==> src/inc/pbc_pkg.sv <==
package pbc_pkg;

  // Select codes for port B bit 6
  localparam logic [1:0] SEL_B6_GPIO = 2'h0;
  localparam logic [1:0] SEL_B6_RX   = 2'h1;
  localparam logic [1:0] SEL_B6_SDA  = 2'h2;
  localparam logic [1:0] SEL_B6_CLK  = 2'h3;

  // Select codes for port B bit 7
  localparam logic [1:0] SEL_B7_GPIO = 2'h0;
  localparam logic [1:0] SEL_B7_TX   = 2'h1;
  localparam logic [1:0] SEL_B7_SCL  = 2'h2;

  // Select codes for port C analog pads (bits 2, 4, 6)
  localparam logic [1:0] SEL_C_GPIO  = 2'h0;
  localparam logic [1:0] SEL_C_FIRST = 2'h1;
  localparam logic [1:0] SEL_C_SECOND = 2'h2;

  // Select field reset value: every pad starts as general-purpose I/O
  localparam logic [1:0] SEL_RESET   = 2'h0;

  // Test-port soft reset: TMS high on this many rising TCK edges
  localparam logic [2:0] TAP_RESET_EDGES = 3'h5;

  // Test-port controller states, one-hot
  typedef enum logic [15:0] {
    PBC_TLR  = 16'h0001, PBC_RTI  = 16'h0002, PBC_SDR  = 16'h0004, PBC_CDR  = 16'h0008,
    PBC_SHDR = 16'h0010, PBC_E1DR = 16'h0020, PBC_PDR  = 16'h0040, PBC_E2DR = 16'h0080,
    PBC_UDR  = 16'h0100, PBC_SIR  = 16'h0200, PBC_CIR  = 16'h0400, PBC_SHIR = 16'h0800,
    PBC_E1IR = 16'h1000, PBC_PIR  = 16'h2000, PBC_E2IR = 16'h4000, PBC_UIR  = 16'h8000
  } pbc_tap_e;

endpackage

==> src/hdl/pbc_tap_fsm.sv <==
module pbc_tap_fsm
  import pbc_pkg::*;
(
  input  wire logic   clock,
  input  wire logic   srst,
  input  wire logic   tck_rise,
  input  wire logic   tms,
  output pbc_tap_e    state
);

  pbc_tap_e next_state;

  // Standard test-port state walk; TMS high always drifts toward TLR
  always_comb
  begin
    next_state = state;
    if (tck_rise)
    begin
      case (state)
        PBC_TLR:  next_state = tms ? PBC_TLR  : PBC_RTI;
        PBC_RTI:  next_state = tms ? PBC_SDR  : PBC_RTI;
        PBC_SDR:  next_state = tms ? PBC_SIR  : PBC_CDR;
        PBC_CDR:  next_state = tms ? PBC_E1DR : PBC_SHDR;
        PBC_SHDR: next_state = tms ? PBC_E1DR : PBC_SHDR;
        PBC_E1DR: next_state = tms ? PBC_UDR  : PBC_PDR;
        PBC_PDR:  next_state = tms ? PBC_E2DR : PBC_PDR;
        PBC_E2DR: next_state = tms ? PBC_UDR  : PBC_SHDR;
        PBC_UDR:  next_state = tms ? PBC_SDR  : PBC_RTI;
        PBC_SIR:  next_state = tms ? PBC_TLR  : PBC_CIR;
        PBC_CIR:  next_state = tms ? PBC_E1IR : PBC_SHIR;
        PBC_SHIR: next_state = tms ? PBC_E1IR : PBC_SHIR;
        PBC_E1IR: next_state = tms ? PBC_UIR  : PBC_PIR;
        PBC_PIR:  next_state = tms ? PBC_E2IR : PBC_PIR;
        PBC_E2IR: next_state = tms ? PBC_UIR  : PBC_SHIR;
        PBC_UIR:  next_state = tms ? PBC_SDR  : PBC_RTI;
        default:  next_state = PBC_TLR;
      endcase
    end
  end

  // Power-on reset forces TLR
  always_ff @(posedge clock)
  begin
    if (srst)
      state <= PBC_TLR;
    else
      state <= next_state;
  end

endmodule

==> src/hdl/pbc_pin_mux.sv <==
// Contract
// - Port B bit6: receive, data or clock
// - Clock input needs clock-module enable too
// - Port B bit7: transmit or clock line
// - Port C bit2: A input2 or A reference
// - Port C bit4: B input0 or comparator
// - Port C bit6: B input2 or B reference
// - No test reset pin; held inactive
// - Power-on reset forces test port reset
// - Five TMS-high TCK edges reset test port
module pbc_pin_mux
  import pbc_pkg::*;
(
  input  wire logic        clock,
  input  wire logic        srst,
  // Peripheral select fields
  input  wire logic [1:0]  sel_b6,
  input  wire logic [1:0]  sel_b7,
  input  wire logic [1:0]  sel_c2,
  input  wire logic [1:0]  sel_c4,
  input  wire logic [1:0]  sel_c6,
  input  wire logic        pll_external_clock_input_enable,
  // Pad B6
  input  wire logic        port_b_bit6_in,
  output logic             port_b_bit6_out,
  output logic             port_b_bit6_oe,
  output logic             port_b_bit6_an,
  // Pad B7
  input  wire logic        port_b_bit7_in,
  output logic             port_b_bit7_out,
  output logic             port_b_bit7_oe,
  // Port C pads: analog path switch per pad
  output logic             port_c_bit2_an,
  output logic             port_c_bit4_an,
  output logic             port_c_bit6_an,
  // General-purpose I/O side
  input  wire logic        gpio_b6_out,
  input  wire logic        gpio_b6_oe,
  output logic             gpio_b6_in,
  input  wire logic        gpio_b7_out,
  input  wire logic        gpio_b7_oe,
  output logic             gpio_b7_in,
  // Serial port
  output logic             serial_receive_in,
  input  wire logic        serial_transmit_out,
  // Two-wire bus (open drain: drive low only when oe)
  output logic             twi_sda_in,
  input  wire logic        twi_sda_oe,
  output logic             twi_scl_in,
  input  wire logic        twi_scl_oe,
  // Clock module
  output logic             external_clock_input,
  // Analog routing enables
  output logic             conv_a_input2,
  output logic             conv_a_high_reference,
  output logic             conv_b_input0,
  output logic             comparator_b_input3,
  output logic             conv_b_input2,
  output logic             conv_b_high_reference,
  // Test port
  input  wire logic        tck,
  input  wire logic        tms,
  output logic             tap_trst_n,
  output logic             tap_in_reset
);

  // Registered select codes
  logic [1:0] s_b6;
  logic [1:0] s_b7;
  logic [1:0] s_c2;
  logic [1:0] s_c4;
  logic [1:0] s_c6;

  // Next values of the select registers
  logic [1:0] next_s_b6;
  logic [1:0] next_s_b7;
  logic [1:0] next_s_c2;
  logic [1:0] next_s_c4;
  logic [1:0] next_s_c6;

  // Test clock history and its rising edge
  logic       tck_q;
  logic       next_tck_q;
  logic       tck_rise;

  // Controller state, read back for the reset flag
  pbc_tap_e   tap_state;

  // Is this select code equal to the given peripheral choice of a C pad
  function automatic logic pick(input logic [1:0] s, input logic [1:0] code);
    pick = (s == code);
  endfunction

  // Select fields are registered so pads settle as GPIO out of reset
  always_comb
  begin
    next_s_b6 = sel_b6;
    next_s_b7 = sel_b7;
    next_s_c2 = sel_c2;
    next_s_c4 = sel_c4;
    next_s_c6 = sel_c6;
    next_tck_q = tck;
  end

  // Select and test clock history registers
  always_ff @(posedge clock)
  begin
    if (srst)
    begin
      s_b6  <= SEL_RESET;
      s_b7  <= SEL_RESET;
      s_c2  <= SEL_RESET;
      s_c4  <= SEL_RESET;
      s_c6  <= SEL_RESET;
      tck_q <= 1'b0;
    end
    else
    begin
      s_b6  <= next_s_b6;
      s_b7  <= next_s_b7;
      s_c2  <= next_s_c2;
      s_c4  <= next_s_c4;
      s_c6  <= next_s_c6;
      tck_q <= next_tck_q;
    end
  end

  // Pad B6 routing; unselected serial/bus inputs idle high, GPIO and clock inputs low
  always_comb
  begin
    // Pad released and peripheral inputs idle by default
    port_b_bit6_out      = 1'b0;
    port_b_bit6_oe       = 1'b0;
    port_b_bit6_an       = 1'b0;
    gpio_b6_in           = 1'b0;
    serial_receive_in    = 1'b1;
    twi_sda_in           = 1'b1;
    external_clock_input = 1'b0;
    case (s_b6)
      SEL_B6_GPIO:
      begin
        port_b_bit6_out = gpio_b6_out;
        port_b_bit6_oe  = gpio_b6_oe;
        gpio_b6_in      = port_b_bit6_in;
      end
      SEL_B6_RX:  serial_receive_in = port_b_bit6_in;
      // Open drain: pad only ever pulled low, never driven high
      SEL_B6_SDA:
      begin
        port_b_bit6_oe = twi_sda_oe;
        twi_sda_in     = port_b_bit6_in;
      end
      // Clock pad is passive until the clock module also enables it
      SEL_B6_CLK: external_clock_input = pll_external_clock_input_enable & port_b_bit6_in;
      default: ;
    endcase
  end

  // Pad B7 routing
  always_comb
  begin
    port_b_bit7_out = 1'b0;
    port_b_bit7_oe  = 1'b0;
    gpio_b7_in      = 1'b0;
    twi_scl_in      = 1'b1;
    case (s_b7)
      SEL_B7_GPIO:
      begin
        port_b_bit7_out = gpio_b7_out;
        port_b_bit7_oe  = gpio_b7_oe;
        gpio_b7_in      = port_b_bit7_in;
      end
      SEL_B7_TX:
      begin
        port_b_bit7_out = serial_transmit_out;
        port_b_bit7_oe  = 1'b1;
      end
      // Open drain as on the data line
      SEL_B7_SCL:
      begin
        port_b_bit7_oe = twi_scl_oe;
        twi_scl_in     = port_b_bit7_in;
      end
      default: ;
    endcase
  end

  // Analog switches: at most one per pad, none in GPIO or reserved code
  always_comb
  begin
    conv_a_input2         = pick(s_c2, SEL_C_FIRST);
    conv_a_high_reference = pick(s_c2, SEL_C_SECOND);
    conv_b_input0         = pick(s_c4, SEL_C_FIRST);
    comparator_b_input3   = pick(s_c4, SEL_C_SECOND);
    conv_b_input2         = pick(s_c6, SEL_C_FIRST);
    conv_b_high_reference = pick(s_c6, SEL_C_SECOND);
    // Pad switch closes when either function is picked
    port_c_bit2_an        = conv_a_input2 | conv_a_high_reference;
    port_c_bit4_an        = conv_b_input0 | comparator_b_input3;
    port_c_bit6_an        = conv_b_input2 | conv_b_high_reference;
  end

  // TCK sampled as a plain input; its rising edge steps the controller
  always_comb
  begin
    tck_rise     = tck & ~tck_q;
    // No reset pin: only power-on or TMS can reset the controller
    tap_trst_n   = 1'b1;
    tap_in_reset = (tap_state == PBC_TLR);
  end

  // TMS high on five edges always lands in TLR
  pbc_tap_fsm u_tap (
    .clock    (clock),
    .srst     (srst),
    .tck_rise (tck_rise),
    .tms      (tms),
    .state    (tap_state)
  );

endmodule

==> config.mk <==
export PLATFORM = sky130hd
export DESIGN_NAME = pbc_pin_mux
export DESIGN_NICKNAME = d
export VERILOG_FILES = /design/src/inc/pbc_pkg.sv /design/src/hdl/pbc_tap_fsm.sv /design/src/hdl/pbc_pin_mux.sv
export SDC_FILE = /design/constraint.sdc
export NUM_CORES = 1
export LEC_CHECK = 0
export ABC_AREA = 0
export BUFFER_PORTS_ARGS = -buffer_cell sky130_fd_sc_hd__buf_2
export CELL_PAD_IN_SITES_DETAIL_PLACEMENT = 1
export CELL_PAD_IN_SITES_GLOBAL_PLACEMENT = 1
export CORE_MARGIN = 2
export CORE_UTILIZATION = 39
export CTS_BUF_LIST = sky130_fd_sc_hd__clkbuf_8
export CTS_CLUSTER_SIZE = 30
export DETAILED_ROUTE_END_ITERATION = 7
export GPL_TIMING_DRIVEN = 0
export PLACE_DENSITY = 0.77
export SKIP_LAST_GASP = 1
export SLEW_MARGIN = 20
export SYNTH_ARGS = -nofsm -noshare
export SYNTH_HDL_FRONTEND = slang
export SYNTH_SLANG_ARGS = --single-unit
==> constraint.sdc <==
create_clock -name clock -period 1.9 [get_ports clock]
set_input_delay 0.19 -clock clock [delete_from_list [all_inputs] [get_ports clock]]
set_output_delay 0.19 -clock clock [all_outputs]
set_load 0.02 [all_outputs]
==> flow_summary.json <==
{
  "status": "finished, final reports clean",
  "antenna_found_initial": 0,
  "worst-path-max-fanout": 6,
  "cts_max_level": 1,
  "ys_types": 48,
  "io_buffers": 41,
  "setup_viol": 0,
  "syn_nets": 219,
  "drive_above_1_share_pct": 32.9,
  "path_delay_family": "simple AND/OR/NAND/NOR gates",
  "core_um2": 4030,
  "total_power_mw": 1.13,
  "grt_overflow_total": 0,
  "min_path_cells": 2,
  "r2r_setup_slack_ps": 110,
  "synth-xor-area-share_pct": 3.73,
  "startpoint_type": "register",
  "skew_ps": 4.20,
  "final_nets": 271,
  "insertedDiodeCount": 0,
  "clk_latency_ps": 270,
  "final_antenna_net_count": 0,
  "synth_ff_type": "dfxtp_1",
  "grt_max_degree": 16,
  "drv_slew": 0,
  "cp_cell_sequence": "nor4_4 -> nand4_1 -> nor3b_2 -> buf_4",
  "worstPathArrival_ps": 1610,
  "dpl.hpwl_um": 3010,
  "async_flop_share_pct": 0,
  "wl_per_cell_um": 14.1,
  "floorplan.initialDensity_pct": 40.7,
  "dp.cells": 280,
  "ctsHoldBuffers": 0,
  "clock.fmax_mhz": 556,
  "synthCells": 189,
  "cts_made_buffers": 3,
  "cts.clk_slew.worst_paths_ps": 90,
  "irDropWorstVdd_mv": 0.323,
  "min_period_ps": 1800,
  "netlist_area_um2": 1640,
  "use_met1_pct": 22.8,
  "hold_class": "input port to register",
  "cts_max_path_buffers": 2,
  "cts_sinks": 27,
  "tns_ps": 0,
  "syn_avg_cell_area_um2": 8.69,
  "synth_top_area_cell": "dfxtp_1",
  "fillers": 515,
  "gp_congestion": 0.813,
  "die_area_um2": 4740,
  "regToRegStartpoint": "u_tap.state[3]",
  "via_per_inst": 5.38,
  "top_usage_layer": "met2",
  "setup.worst_path.end_class": "primary output",
  "regToRegEndpoint": "u_tap.state[0]",
  "synth_top_family_by_area": "simple AND/OR/NAND/NOR gates",
  "fin_hold_ws_ps": 100,
  "routed_wl_um": 4090,
  "synth_fa_ha_area_share_pct": 4.57,
  "synth_edf_count": 0,
  "yosysWarnings": 0,
  "hold_end": "s_c6[0]",
  "grt_setup_unrepaired": "true",
  "cp_slowest_cell": "dfxtp_1",
  "slowest_delay_ps": 400,
  "muxShareOfSynthArea_pct": 1.22,
  "yosysTopAreaCellShare_pct": 32.9,
  "rr_worst_depth": 7,
  "area_delta_synth_final_pct": 22.9,
  "cts-root-buf": "clkbuf_8",
  "use_met2_pct": 33.1,
  "die-height_um": 68.9,
  "max_cap_viol_count": 0,
  "dr.pass1.iters": 4,
  "seq_area_um2": 548,
  "die_w_um": 68.9,
  "worst_ep_required_time_ps": 1710,
  "via_count": 1561,
  "crit_buf_inv": 1,
  "first_iter_violations": 46,
  "grt_pass1_wl_um": 6560,
  "num_io_pins": 46,
  "yosys.area_share.simple_pct": 36.2,
  "drc": 0,
  "worstSetupPathType": "register to primary output",
  "cts_tree": "done",
  "ys_seq_elements": 27,
  "power.static_leakage_nw": 0.861,
  "stdcell_count": 290,
  "use_met3_pct": 3.08,
  "rows": 23,
  "hp-start": "srst",
  "yosysSeqAreaShare_pct": 32.9,
  "p_per_area_nw_per_um2": 561,
  "hold_viol": 0,
  "synthTopCellsByArea": "dfxtp_1, ha_1, nor2b_1",
  "first_global_vias": 1473,
  "fin_crit_sh_pct": 94.7,
  "multi_input_area_um2": 943,
  "synth-compound-area-share_pct": 10.4,
  "grt_usage_pct": 18.4
}
cells in the mapped netlist (2+ instances only):
cell,number
a21oi_1,12
a22oi_1,4
buf_4,4
buf_6,4
clkbuf_1,2
clkbuf_8,3
conb_1,2
dfxtp_1,27
ha_1,6
inv_1,9
mux2i_1,2
nand2_1,16
nand2b_1,3
nand3_1,5
nand3b_1,2
nand4_1,5
nand4b_1,2
nor2_1,14
nor2b_1,12
nor3_1,6
nor3b_1,4
nor4_1,3
nor4_4,3
o21ai_0,6
o21ai_1,2
or3b_2,2
or4_1,3
xnor2_1,4
xor2_1,3
state kept, by name, indices dropped and copies added (netlist names):
name         flops
s_b6             2
s_b7             2
s_c2             2
s_c4             2
s_c6             2
tck_q            1
u_tap.state     16
area by class of cell:
cell class                      instances  area share (%)
Buffer                                 12            5.39
Tap cell                               50            3.10
Inverter                                9            1.67
Sequential cell                        27            27.2
Timing Repair Buffer                   50            13.6
Multi-Input combinational cell        138            46.7
Clock inverter                          1           0.248
Clock buffer                            3            2.05
power breakdown:
group	switching, mW	leakage (nW)	total, mW	internal [mW]
Clock	0.179	0.0255	0.326	0.147
Sequential	0.0159	0.223	0.596	0.580
Combinational	0.119	0.613	0.212	0.0927
cell usage in the layout, fill, tap and decap left out, drive strengths merged, types with 2 or more instances in the layout:
cell type / netlist / layout
nor2b: 12 / 12
mux2i: 2 / 2
nand4b: 3 / 3
or4: 4 / 4
xnor2: 4 / 4
nor2: 14 / 14
nand2: 16 / 16
nand4: 5 / 5
ha: 6 / 6
nor3b: 5 / 5
and2b: 2 / 2
nor4: 7 / 7
nand2b: 3 / 3
nand3b: 2 / 2
clkbuf: 5 / 7
conb: 2 / 2
buf: 9 / 57
xor2: 3 / 3
nand3: 5 / 5
a22oi: 4 / 4
nor3: 6 / 6
inv: 9 / 9
a21oi: 12 / 12
or3b: 2 / 2
dfxtp: 27 / 27
o21ai: 8 / 8
nor4b: 2 / 2
kinds of logic after synthesis:
logic type                 after synthesis
DFF                                     27
other                                    2
and+or+nand+nor                         92
xor gates and xnor gates                 7
adders and majority gates                6
AOI/OAI and AO/OA                       29
buffers and inverters                   24
muxes                                    2
worst max path at each step:
| stage | startpoint | end | slack (ps) | depth (start not counted) |
|---|---|---|---|---|
| after detailed placement | u_tap.state[12] | u_tap.state[0] | 50 | 6 |
| after global placement | u_tap.state[5] | u_tap.state[0] | 30 | 6 |
| final | u_tap.state[3] | tap_in_reset | 100 | 4 |
| after floorplan | u_tap.state[4] | u_tap.state[1] | 180 | 6 |
| after global routing | u_tap.state[13] | u_tap.state[0] | -10 | 8 |
| after CTS | u_tap.state[14] | tap_in_reset | 50 | 5 |
per-stage QoR:
step / area (um^2) / worst slack [ps] / util (%)
6_report: 2020 / 100 / 50.1
5_1_grt: 2020 / -13.6 / 50.1
2_1_floorplan: 1640 / 177 / -
3_3_place_gp: 1910 / 31.5 / 47.4
4_1_cts: 1990 / 54.8 / 49.5
3_5_place_dp: 1910 / 45.0 / 47.4
timing repair:
action                                  CTS  global route
endpoints found under the setup margin    2             4
buffers inserted                          4             5
gates resized for setup                   1             8
pin swaps                                 4             4
per-layer routing:
layer / vias to the layer above / wire [um]
met5: - / 0
met4: 0 / 33
met3: 6 / 277
met2: 42 / 1980
met1: 755 / 1790
li1: 758 / -
(Power assumes the default switching activity.)
